`src/common/cief_pkg.sv`:
```
// constants for the can error state and interrupt flag register block
package cief_pkg;

    // bus and register widths
    localparam int unsigned CIEF_ADDR_W = 8;
    localparam int unsigned CIEF_DATA_W = 32;
    localparam int unsigned CIEF_REG_W  = 16;
    localparam int unsigned CIEF_CNT_W  = 9;

    // register byte offsets
    localparam logic [CIEF_ADDR_W-1:0] CIEF_OFS_FLAGS  = 8'h00;
    localparam logic [CIEF_ADDR_W-1:0] CIEF_OFS_MASK   = 8'h04;
    localparam logic [CIEF_ADDR_W-1:0] CIEF_OFS_COUNTS = 8'h08;

    // field positions in can_interrupt_flags
    localparam int unsigned CIEF_BIT_TX_BUS_OFF  = 13;
    localparam int unsigned CIEF_BIT_TX_PASSIVE  = 12;
    localparam int unsigned CIEF_BIT_RX_PASSIVE  = 11;
    localparam int unsigned CIEF_BIT_TX_WARNING  = 10;
    localparam int unsigned CIEF_BIT_RX_WARNING  = 9;
    localparam int unsigned CIEF_BIT_ANY_WARNING = 8;
    localparam int unsigned CIEF_BIT_INVALID     = 7;
    localparam int unsigned CIEF_BIT_WAKEUP      = 6;
    localparam int unsigned CIEF_BIT_ERROR_SUM   = 5;
    localparam int unsigned CIEF_BIT_FIFO_FULL   = 3;
    localparam int unsigned CIEF_BIT_RX_OVERFLOW = 2;
    localparam int unsigned CIEF_BIT_RX_BUFFER   = 1;
    localparam int unsigned CIEF_BIT_TX_BUFFER   = 0;

    // which bits are clearable flags, which are live status
    localparam logic [CIEF_REG_W-1:0] CIEF_FLAG_IMPL   = 16'h00ef;
    localparam logic [CIEF_REG_W-1:0] CIEF_STATUS_IMPL = 16'h3f00;

    // reset values
    localparam logic [CIEF_REG_W-1:0] CIEF_FLAGS_RESET = 16'h0000;
    localparam logic [CIEF_REG_W-1:0] CIEF_MASK_RESET  = 16'h0000;

    // error counter thresholds
    localparam logic [CIEF_CNT_W-1:0] CIEF_WARN_LIMIT    = 9'h060;
    localparam logic [CIEF_CNT_W-1:0] CIEF_PASSIVE_LIMIT = 9'h080;
    localparam logic [CIEF_CNT_W-1:0] CIEF_BUS_OFF_LIMIT = 9'h100;

endpackage

```
`src/rtl/cief_top.sv`:
```
// can error state and interrupt flag register with apb slave
`timescale 1ns/1ps
//
// Notes on behaviour
// - bit 13 high while transmitter bus off
// - bit 12 high while transmitter error passive
// - bit 11 high while receiver error passive
// - bit 10 high while transmitter error warning
// - bit 9 high while receiver error warning
// - bit 8 high when either side warns
// - bit 7 latches invalid message event
// - bit 6 latches bus wakeup activity
// - bit 5 latches entry into error states
// - bit 3 latches fifo almost full
// - bit 2 latches receive buffer overflow
// - flags read pending request, zero after reset
// - only a zero write clears a flag
// - bits 15, 14, 4 read zero, ignore writes
//
module cief_top
    import cief_pkg::*;
#(
    parameter logic [CIEF_CNT_W-1:0] WARN_LIMIT    = CIEF_WARN_LIMIT,
    parameter logic [CIEF_CNT_W-1:0] PASSIVE_LIMIT = CIEF_PASSIVE_LIMIT,
    parameter logic [CIEF_CNT_W-1:0] BUS_OFF_LIMIT = CIEF_BUS_OFF_LIMIT
) (
    input  wire logic                   pclk,
    input  wire logic                   presetn,
    input  wire logic [CIEF_ADDR_W-1:0] paddr,
    input  wire logic                   psel,
    input  wire logic                   penable,
    input  wire logic                   pwrite,
    input  wire logic [CIEF_DATA_W-1:0] pwdata,
    input  wire logic [3:0]             pstrb,
    output logic      [CIEF_DATA_W-1:0] prdata,
    output logic                        pready,
    output logic                        pslverr,
    input  wire logic [CIEF_CNT_W-1:0]  tx_err_count,
    input  wire logic [CIEF_CNT_W-1:0]  rx_err_count,
    input  wire logic                   invalid_message_evt,
    input  wire logic                   wakeup_activity_evt,
    input  wire logic                   fifo_almost_full_evt,
    input  wire logic                   rx_buffer_overflow_evt,
    input  wire logic                   rx_buffer_evt,
    input  wire logic                   tx_buffer_evt,
    output logic                        irq
);
    import cief_pkg::*;

    ////////////////////////////////////////////////////////////////////////////
    // state

    typedef struct packed {
        logic [CIEF_REG_W-1:0]  status;
        logic [CIEF_REG_W-1:0]  mask;
        logic [CIEF_DATA_W-1:0] prdata;
        logic                   pready;
        logic                   pslverr;
        logic                   irq;
    } cief_state_t;

    cief_state_t state_reg;
    cief_state_t state_next;

    logic [CIEF_REG_W-1:0]  status_calc;
    logic [CIEF_REG_W-1:0]  flag_set;
    logic [CIEF_REG_W-1:0]  flags;
    logic [CIEF_REG_W-1:0]  flag_wdata;
    logic [CIEF_REG_W-1:0]  flags_view;
    logic [CIEF_DATA_W-1:0] rd_data;
    logic                   flag_wr;
    logic                   tx_off;
    logic                   access;
    logic                   wr_fire;
    logic                   hit_flags;
    logic                   hit_mask;
    logic                   hit_counts;
    logic                   addr_hit;

    ////////////////////////////////////////////////////////////////////////////
    // error state decode from the counters

    // bus off overrides the lesser transmitter states
    always_comb begin
        status_calc = '0;
        tx_off = tx_err_count >= BUS_OFF_LIMIT;
        status_calc[CIEF_BIT_TX_BUS_OFF] = tx_off;
        status_calc[CIEF_BIT_TX_PASSIVE] = !tx_off && (tx_err_count >= PASSIVE_LIMIT);
        status_calc[CIEF_BIT_RX_PASSIVE] = rx_err_count >= PASSIVE_LIMIT;
        status_calc[CIEF_BIT_TX_WARNING] = !tx_off && (tx_err_count >= WARN_LIMIT);
        status_calc[CIEF_BIT_RX_WARNING] = rx_err_count >= WARN_LIMIT;
        status_calc[CIEF_BIT_ANY_WARNING] = status_calc[CIEF_BIT_TX_WARNING]
                                          | status_calc[CIEF_BIT_RX_WARNING];
    end

    ////////////////////////////////////////////////////////////////////////////
    // flag set sources

    // error summary fires on entry into any error state
    always_comb begin
        flag_set = '0;
        flag_set[CIEF_BIT_INVALID]     = invalid_message_evt;
        flag_set[CIEF_BIT_WAKEUP]      = wakeup_activity_evt;
        flag_set[CIEF_BIT_ERROR_SUM]   = |(status_calc & ~state_reg.status);
        flag_set[CIEF_BIT_FIFO_FULL]   = fifo_almost_full_evt;
        flag_set[CIEF_BIT_RX_OVERFLOW] = rx_buffer_overflow_evt;
        flag_set[CIEF_BIT_RX_BUFFER]   = rx_buffer_evt;
        flag_set[CIEF_BIT_TX_BUFFER]   = tx_buffer_evt;
    end

    ////////////////////////////////////////////////////////////////////////////
    // apb decode

    // writes act only on the edge that completes the access
    assign access     = psel & penable;
    assign wr_fire    = access & pwrite & state_reg.pready;
    assign hit_flags  = paddr == CIEF_OFS_FLAGS;
    assign hit_mask   = paddr == CIEF_OFS_MASK;
    assign hit_counts = paddr == CIEF_OFS_COUNTS;
    assign addr_hit   = hit_flags | hit_mask | hit_counts;

    // only the low byte holds clearable flags; upper byte is status
    assign flag_wr    = wr_fire & hit_flags & pstrb[0];
    assign flag_wdata = {8'hff, pwdata[7:0]};

    // flags and live status merged; reserved bits are never driven
    assign flags_view = (flags & CIEF_FLAG_IMPL) | (state_reg.status & CIEF_STATUS_IMPL);

    ////////////////////////////////////////////////////////////////////////////
    // sticky flag bank

    cief_flag_bank #(
        .IMPL    (CIEF_FLAG_IMPL)
    ) i_cief_flag_bank (
        .pclk    (pclk),
        .presetn (presetn),
        .set_evt (flag_set),
        .wr_en   (flag_wr),
        .wr_data (flag_wdata),
        .flags   (flags)
    );

    ////////////////////////////////////////////////////////////////////////////
    // read mux

    // unmapped offsets read zero
    always_comb begin
        rd_data = '0;
        if (hit_flags) begin
            rd_data = {16'h0000, flags_view};
        end else if (hit_mask) begin
            rd_data = {16'h0000, state_reg.mask};
        end else if (hit_counts) begin
            rd_data = {7'h00, rx_err_count, 7'h00, tx_err_count};
        end
    end

    ////////////////////////////////////////////////////////////////////////////
    // next state

    // one wait state: pready rises in the second access cycle
    always_comb begin
        state_next         = state_reg;
        state_next.status  = status_calc;
        state_next.pready  = access & ~state_reg.pready;
        state_next.prdata  = '0;
        state_next.pslverr = 1'b0;
        if (access && !state_reg.pready) begin
            state_next.pslverr = ~addr_hit;
            if (!pwrite) begin
                state_next.prdata = rd_data;
            end
        end
        if (wr_fire && hit_mask) begin
            if (pstrb[0]) begin
                state_next.mask[7:0] = pwdata[7:0] & CIEF_FLAG_IMPL[7:0];
            end
            if (pstrb[1]) begin
                state_next.mask[15:8] = pwdata[15:8] & CIEF_FLAG_IMPL[15:8];
            end
        end
        state_next.irq = |(flags & state_reg.mask);
    end

    // state register, asynchronous reset
    always_ff @(posedge pclk or negedge presetn) begin
        if (!presetn) begin
            state_reg <= '{status: '0, mask: CIEF_MASK_RESET, prdata: '0,
                           pready: 1'b0, pslverr: 1'b0, irq: 1'b0};
        end else begin
            state_reg <= state_next;
        end
    end

    // outputs straight from the state register
    assign prdata  = state_reg.prdata;
    assign pready  = state_reg.pready;
    assign pslverr = state_reg.pslverr;
    assign irq     = state_reg.irq;

    ////////////////////////////////////////////////////////////////////////////
    // checks

    // bus off bit follows the transmit counter one edge later
    bus_off_bit_a: assert property (
        @(posedge pclk) disable iff (!presetn)
        1'b1 |=> state_reg.status[CIEF_BIT_TX_BUS_OFF] == ($past(tx_err_count) >= BUS_OFF_LIMIT))
        else $error("bus off status wrong");

    // transmit passive only between passive limit and bus off
    tx_passive_bit_a: assert property (
        @(posedge pclk) disable iff (!presetn)
        (tx_err_count >= PASSIVE_LIMIT && tx_err_count < BUS_OFF_LIMIT)
        |=> state_reg.status[CIEF_BIT_TX_PASSIVE] && !state_reg.status[CIEF_BIT_TX_BUS_OFF])
        else $error("tx passive status wrong");

    // receive passive tracks the receive counter
    rx_passive_bit_a: assert property (
        @(posedge pclk) disable iff (!presetn)
        (rx_err_count < PASSIVE_LIMIT) |=> !state_reg.status[CIEF_BIT_RX_PASSIVE])
        else $error("rx passive set below limit");

    // transmit warning cleared below the warning limit
    tx_warn_bit_a: assert property (
        @(posedge pclk) disable iff (!presetn)
        (tx_err_count < WARN_LIMIT) |=> !state_reg.status[CIEF_BIT_TX_WARNING])
        else $error("tx warning set below limit");

    // receive warning set at the warning limit
    rx_warn_bit_a: assert property (
        @(posedge pclk) disable iff (!presetn)
        (rx_err_count >= WARN_LIMIT) |=> state_reg.status[CIEF_BIT_RX_WARNING])
        else $error("rx warning not set");

    // combined warning is the or of both warnings
    any_warn_bit_a: assert property (
        @(posedge pclk) disable iff (!presetn)
        state_reg.status[CIEF_BIT_ANY_WARNING]
        == (state_reg.status[CIEF_BIT_TX_WARNING] | state_reg.status[CIEF_BIT_RX_WARNING]))
        else $error("combined warning mismatch");

    // invalid message event is always latched
    invalid_flag_a: assert property (
        @(posedge pclk) disable iff (!presetn)
        invalid_message_evt |=> flags[CIEF_BIT_INVALID])
        else $error("invalid message flag lost");

    // wakeup event is latched even during a clearing write
    wakeup_flag_a: assert property (
        @(posedge pclk) disable iff (!presetn)
        (wakeup_activity_evt && flag_wr) |=> flags[CIEF_BIT_WAKEUP])
        else $error("wakeup flag lost on clear");

    // entering bus off raises the error summary flag
    error_sum_flag_a: assert property (
        @(posedge pclk) disable iff (!presetn)
        $rose(state_reg.status[CIEF_BIT_TX_BUS_OFF]) |-> flags[CIEF_BIT_ERROR_SUM])
        else $error("error summary not raised");

    // fifo and overflow events latched
    fifo_ovf_flag_a: assert property (
        @(posedge pclk) disable iff (!presetn)
        (fifo_almost_full_evt || rx_buffer_overflow_evt)
        |=> (flags[CIEF_BIT_FIFO_FULL] || !$past(fifo_almost_full_evt))
            && (flags[CIEF_BIT_RX_OVERFLOW] || !$past(rx_buffer_overflow_evt)))
        else $error("fifo or overflow flag lost");

    // a flag falls only after a zero write to it
    flag_fall_a: assert property (
        @(posedge pclk) disable iff (!presetn)
        $fell(flags[CIEF_BIT_TX_BUFFER]) |-> $past(flag_wr && !pwdata[CIEF_BIT_TX_BUFFER]))
        else $error("flag cleared without zero write");

    // zero write with no new event clears the receive flag
    zero_clear_a: assert property (
        @(posedge pclk) disable iff (!presetn)
        (flag_wr && !pwdata[CIEF_BIT_RX_BUFFER] && !rx_buffer_evt) |=> !flags[CIEF_BIT_RX_BUFFER])
        else $error("zero write did not clear");

    // reserved bits of the flag register read zero
    reserved_zero_a: assert property (
        @(posedge pclk) disable iff (!presetn)
        (access && !state_reg.pready && !pwrite && hit_flags)
        |=> (state_reg.prdata[15:14] == 2'b00) && !state_reg.prdata[4])
        else $error("reserved bits not zero");

    // transmit done event latched
    tx_done_flag_a: assert property (
        @(posedge pclk) disable iff (!presetn)
        tx_buffer_evt |=> flags[CIEF_BIT_TX_BUFFER])
        else $error("tx buffer flag lost");

    // writes cannot disturb the error state bits
    status_ro_a: assert property (
        @(posedge pclk) disable iff (!presetn)
        (flag_wr && $stable(tx_err_count) && $stable(rx_err_count))
        |=> $stable(state_reg.status))
        else $error("status moved on write");

    // the answer comes exactly one cycle into the access
    apb_wait_a: assert property (
        @(posedge pclk) disable iff (!presetn)
        (psel && !penable) ##1 (psel && penable) |=> pready)
        else $error("apb answer late");

    // entering receive passive raises the error summary flag
    rx_passive_sum_a: assert property (
        @(posedge pclk) disable iff (!presetn)
        $rose(state_reg.status[CIEF_BIT_RX_PASSIVE]) |-> flags[CIEF_BIT_ERROR_SUM])
        else $error("error summary missed rx passive");

    // writing a one keeps a pending flag
    one_write_keeps_a: assert property (
        @(posedge pclk) disable iff (!presetn)
        (flag_wr && pwdata[CIEF_BIT_INVALID] && flags[CIEF_BIT_INVALID]) |=> flags[CIEF_BIT_INVALID])
        else $error("one write cleared a flag");

    // a zero write without the low lane strobe clears nothing
    strobe_gate_a: assert property (
        @(posedge pclk) disable iff (!presetn)
        (wr_fire && hit_flags && !pstrb[0] && flags[CIEF_BIT_RX_BUFFER]) |=> flags[CIEF_BIT_RX_BUFFER])
        else $error("unstrobed write cleared a flag");

    // unmapped offsets answer with an error and zero data
    unmapped_err_a: assert property (
        @(posedge pclk) disable iff (!presetn)
        (access && !state_reg.pready && !addr_hit) |=> pslverr && pready && (prdata == '0))
        else $error("unmapped access not refused");

    // read data and error stand only with ready
    rdata_idle_a: assert property (
        @(posedge pclk) disable iff (!presetn)
        !pready |-> (prdata == '0) && !pslverr)
        else $error("read data outside ready");

    // interrupt follows masked flags one edge later
    irq_level_a: assert property (
        @(posedge pclk) disable iff (!presetn)
        1'b1 |=> irq == |($past(flags) & $past(state_reg.mask)))
        else $error("irq level wrong");

endmodule

```
`src/rtl/cief_flag_bank.sv`:
```
// bank of sticky interrupt flags cleared by writing zero
`timescale 1ns/1ps
module cief_flag_bank
    import cief_pkg::*;
#(
    parameter logic [CIEF_REG_W-1:0] IMPL = CIEF_FLAG_IMPL
) (
    input  wire logic                  pclk,
    input  wire logic                  presetn,
    input  wire logic [CIEF_REG_W-1:0] set_evt,
    input  wire logic                  wr_en,
    input  wire logic [CIEF_REG_W-1:0] wr_data,
    output logic      [CIEF_REG_W-1:0] flags
);
    import cief_pkg::*;

    typedef struct packed {
        logic [CIEF_REG_W-1:0] flags;
    } cief_bank_t;

    cief_bank_t bank_reg;
    cief_bank_t bank_next;

    // per bit: set wins over a zero write, unimplemented bits stay zero
    always_comb begin
        bank_next = bank_reg;
        for (int i = 0; i < CIEF_REG_W; i++) begin
            bank_next.flags[i] = IMPL[i] & (set_evt[i] | (bank_reg.flags[i] & ~(wr_en & ~wr_data[i])));
        end
    end

    // register the bank, all flags clear at reset
    always_ff @(posedge pclk or negedge presetn) begin
        if (!presetn) begin
            bank_reg <= '{flags: CIEF_FLAGS_RESET};
        end else begin
            bank_reg <= bank_next;
        end
    end

    assign flags = bank_reg.flags;

endmodule

```
`config.mk`:
```
export PLATFORM = sky130hd
export DESIGN_NAME = cief_top
export DESIGN_NICKNAME = d
export VERILOG_FILES = /design/src/common/cief_pkg.sv /design/src/rtl/cief_top.sv /design/src/rtl/cief_flag_bank.sv
export SDC_FILE = /design/constraint.sdc
export NUM_CORES = 1
export LEC_CHECK = 0
export BUFFER_PORTS_ARGS = -buffer_cell sky130_fd_sc_hd__buf_2
export CORE_MARGIN = 5
export CORE_UTILIZATION = 30
export CTS_BUF_LIST = sky130_fd_sc_hd__clkbuf_2 sky130_fd_sc_hd__clkbuf_4 sky130_fd_sc_hd__clkbuf_8
export CTS_CLUSTER_SIZE = 10
export DETAILED_ROUTE_END_ITERATION = 10
export PLACE_DENSITY = 0.58
export RECOVER_POWER = 50
export SYNTH_ARGS = -nofsm -noshare
export SYNTH_HDL_FRONTEND = slang
export SYNTH_HIERARCHICAL = 1
export SYNTH_SLANG_ARGS = --single-unit
```
`constraint.sdc`:
```
create_clock -name pclk -period 2.2 [get_ports pclk]
set_input_delay 0.44 -clock pclk [delete_from_list [all_inputs] [get_ports pclk]]
set_output_delay 0.44 -clock pclk [all_outputs]
set_load 0.02 [all_outputs]
```
Word-level counts from Yosys, hierarchy flattened. Index checks and enable logic that the tools add are counted.

Reduce and logical (&&, ||, !) cells: 10. Bitwise operators: 50. Magnitude comparators: 5. Multiplexer cells: 6. Equal/unequal tests: 2.

Operators with widths (count): two-way mux 32 bit (4); OR reduction 16 bit (2); two-way mux 25 bit (1); AND 1 bit (20); >= comparator 9 x 7 -> 1 bit, second input constant (2); >= comparator 9 x 8 -> 1 bit, second input constant (2); AND 14 x 16 -> 16 bit (1); inverter 1 bit (16); inverter 14 -> 16 bit (1); bitwise OR 8 x 14 -> 14 bit (1); bitwise OR 1 bit (10); >= comparator 9 bit, second input constant (1); AND 8 bit (1); equality test 8 x 3 -> 1 bit, second input constant (1); equality test 8 x 4 -> 1 bit, second input constant (1); logical NOT 8 bit (1); logical AND 1 bit (4); logical NOT 1 bit (2); AND reduction 2 bit (1); two-way mux 1 bit (1).

Input bits: 73. Bits in registers: 55. Output and inout port bits: 35. Word-level logic and storage cells: 80.

Longest topological paths before layout.
Depth in word-level cells: 9. Gate-level depth with buffers: 6. Mapped depth without buffers: 5.

Cells and area by module. Netlist, hierarchy kept.

Modules (own cells, without submodules): cief_top (sequential area each 975.9 µm², times used 1, cells an instance 177, area each 2001.9 µm²); cief_flag_bank (sequential area each 175.2 µm², times used 1, cells an instance 31, area each 342.8 µm²).

Worst setup path after synthesis. No wires, ideal clock.

Kind: input to register. Start: input port paddr[1]. End: register i_cief_flag_bank.bank_reg (netlist bit i_cief_flag_bank/flags[0]). Setup slack: -180 ps. Buffers on the path: 1. Library setup time: 118 ps. Data arrival time: 2262 ps. Stages: 6. Cell sequence: or4_4 -> or3_1 -> clkbuf_1 -> nor3_1 -> nand2b_1 -> a21o_1.

RTL lines: from (decl) (RTL line cief_top.sv:29) `input wire logic [CIEF_ADDR_W-1:0] paddr,`; to (signal assigned) (RTL line cief_flag_bank.sv:35) `bank_reg <= '{flags: CIEF_FLAGS_RESET};`; to (signal assigned) (RTL line cief_flag_bank.sv:37) `bank_reg <= bank_next;`; to (decl) (RTL line cief_flag_bank.sv:21) `cief_bank_t bank_reg;`.

==> impl_metrics.json <==
{
  "status": "finished clean",
  "min_path_cells": 2,
  "n_antenna_cell": 0,
  "place_area_um2": 2589,
  "largest_reg_flops": 23,
  "ctsResizeCount": 0,
  "port_buffers": 70,
  "leakagePower_nw": 1.310,
  "power.total_mw": 1.638,
  "htree_levels": 2,
  "dr_wl_met2_mm": 2.548,
  "grt_pass1_vias": 1651,
  "rows": 31,
  "tns_ns": 0,
  "clkLatencyLatePin_ns": 0.29,
  "wl_met1_mm": 2.163,
  "rr_endpoint": "prdata[18]$_DFF_PN0_",
  "setup_viol": 0,
  "drc": 0,
  "fmaxAchievable_mhz": 527.6,
  "clock_sinks": 46,
  "fp.coreArea_um2": 7292,
  "layout_min_cycle_time_ns": 1.895,
  "worstReg2RegStart": "pready$_DFF_PN0_",
  "start_kind": "input pin",
  "initial_utilization": 0.3113,
  "cts_root_buf": "clkbuf_8",
  "cp_cell_sequence": "buf_2, or4_4, or3_1, nor3_4, buf_4, nand2b_1, a21o_1",
  "path_class": "input pin to flop",
  "die_h_um": 96.98,
  "hold_start": "wakeup_activity_evt",
  "dpl.cell_count": 346,
  "period_share": 0.8616,
  "highest_layer": "met4",
  "drt_pass1_iterations": 4,
  "avgSynthCellArea_um2": 11.52,
  "powerDensity_nw_per_um2": 609.7,
  "final_layout_size_suffix_gt1_frac": 0.4213,
  "critPathCaptureType": "flop",
  "maxSlewHeadroom": 0.2436,
  "io_pins": 108,
  "overflow": 0,
  "antenna_found_initial": 0,
  "instances_no_fill": 353,
  "area_growth_pct": 18.36,
  "slew_viol_final": 0,
  "vdd_drop_max_v": 0.0002258,
  "fin_nets": 327,
  "vias_per_cell": 4.442,
  "cts.path.max_buffers": 2,
  "r2r_cells": 4,
  "cp_max_fo": 4,
  "final_cell_mix": "60 x buf_2, 46 x dfrtp_1, 14 x nand2b_1",
  "rsz0062_at_grt": "false",
  "hold_end": "i_cief_flag_bank/flags[6]$_DFF_PN0_",
  "cts_tree": "built",
  "dpl.hpwl_mm": 3.780,
  "setup_slack_ns": 0.3045,
  "cap_viol_max_count": 0,
  "drt_first_iter_violations": 43,
  "synth_warnings": 6,
  "wl_mm": 5.037,
  "die_w_um": 96.98,
  "numCtsBuffers": 5,
  "wl_met3_um": 254,
  "syn_inst": 197,
  "wl_per_cell_um": 14.27,
  "slowest_delay_ns": 0.53,
  "worstPathRequired_ns": 2.39,
  "fin_area_um2": 2686,
  "gr-usage-all-layers": 0.1094,
  "path_clk_slew_ns": 0.08,
  "dp_worst_setup_slack_ns": -0.02020,
  "hold_path_class": "input pin to flop",
  "route.antenna.remaining_nets": 0,
  "final-hold-violation-count": 0,
  "holdBufCountCts": 0,
  "grt_max_degree": 47,
  "vias": 1568,
  "final_common_cell": "buf_2",
  "grt_pass1_wl_mm": 8.300,
  "design.die.area_um2": 9405,
  "clock-skew-final_ns": 0.004394,
  "slowest_stage": "or4_4",
  "arrival_ns": 2.08,
  "worst_slew_pin_slew_ns": 1.135,
  "gp_congestion": 0.7639,
  "r2r_slack_ns": 0.49,
  "synth_area_um2": 2270,
  "post_cts_buffers": 0
}
## routing by layer
layer	vias up	track usage
met3	5	0.02734
met1	765	0.1378
li1	751	-
met2	47	0.1831
met5	-	0
met4	0	0.03564
## power by group
| group | switching (mW) | leakage (nW) | internal, mW |
|---|---|---|---|
| Sequential | 0.00461 | 0.588 | 0.853 |
| Clock | 0.267 | 0.0573 | 0.363 |
| Combinational | 0.0936 | 0.665 | 0.0560 |
## how the worst max path moves through the flow
| stage | endpoint | slack [ns] | depth (start not counted) | from |
|---|---|---|---|---|
| after global routing | i_cief_flag_bank/flags[7]$_DFF_PN0_ | 0.25 | 7 | paddr[1] |
| final | i_cief_flag_bank/flags[7]$_DFF_PN0_ | 0.30 | 7 | paddr[1] |
| after detailed placement | i_cief_flag_bank/flags[7]$_DFF_PN0_ | -0.02 | 7 | paddr[1] |
| after CTS | i_cief_flag_bank/flags[7]$_DFF_PN0_ | 0.30 | 7 | paddr[1] |
| after global placement | i_cief_flag_bank/flags[7]$_DFF_PN0_ | -0.02 | 7 | paddr[1] |
| after floorplan | i_cief_flag_bank/flags[0]$_DFF_PN0_ | 0.03 | 6 | paddr[1] |
## worst max-delay path: cells and delay by family
family | cells | cell delay, ns
buffers and inverters | 2 | 0.27
and+or+nand+nor | 4 | 1.20
AOI/OAI and AO/OA | 1 | 0.17
## final cells by class
class	instances	area (µm²)
clock inverter	1	30.03
inverter	5	18.77
clock buffer	6	82.58
fill	788	4606
tap	99	123.9
sequential	46	1151
timing repair buffer	84	440.4
multi-input combinational	112	839.6
## per-stage QoR
stage                     hold WS (ns)    util
after floorplan                 0.1444       -
after global placement          0.4937  0.3550
after detailed placement        0.4963  0.3550
after CTS                       0.2452  0.3705
after global routing            0.3092  0.3684
final                           0.3220  0.3684
(Power assumes the default switching activity.)
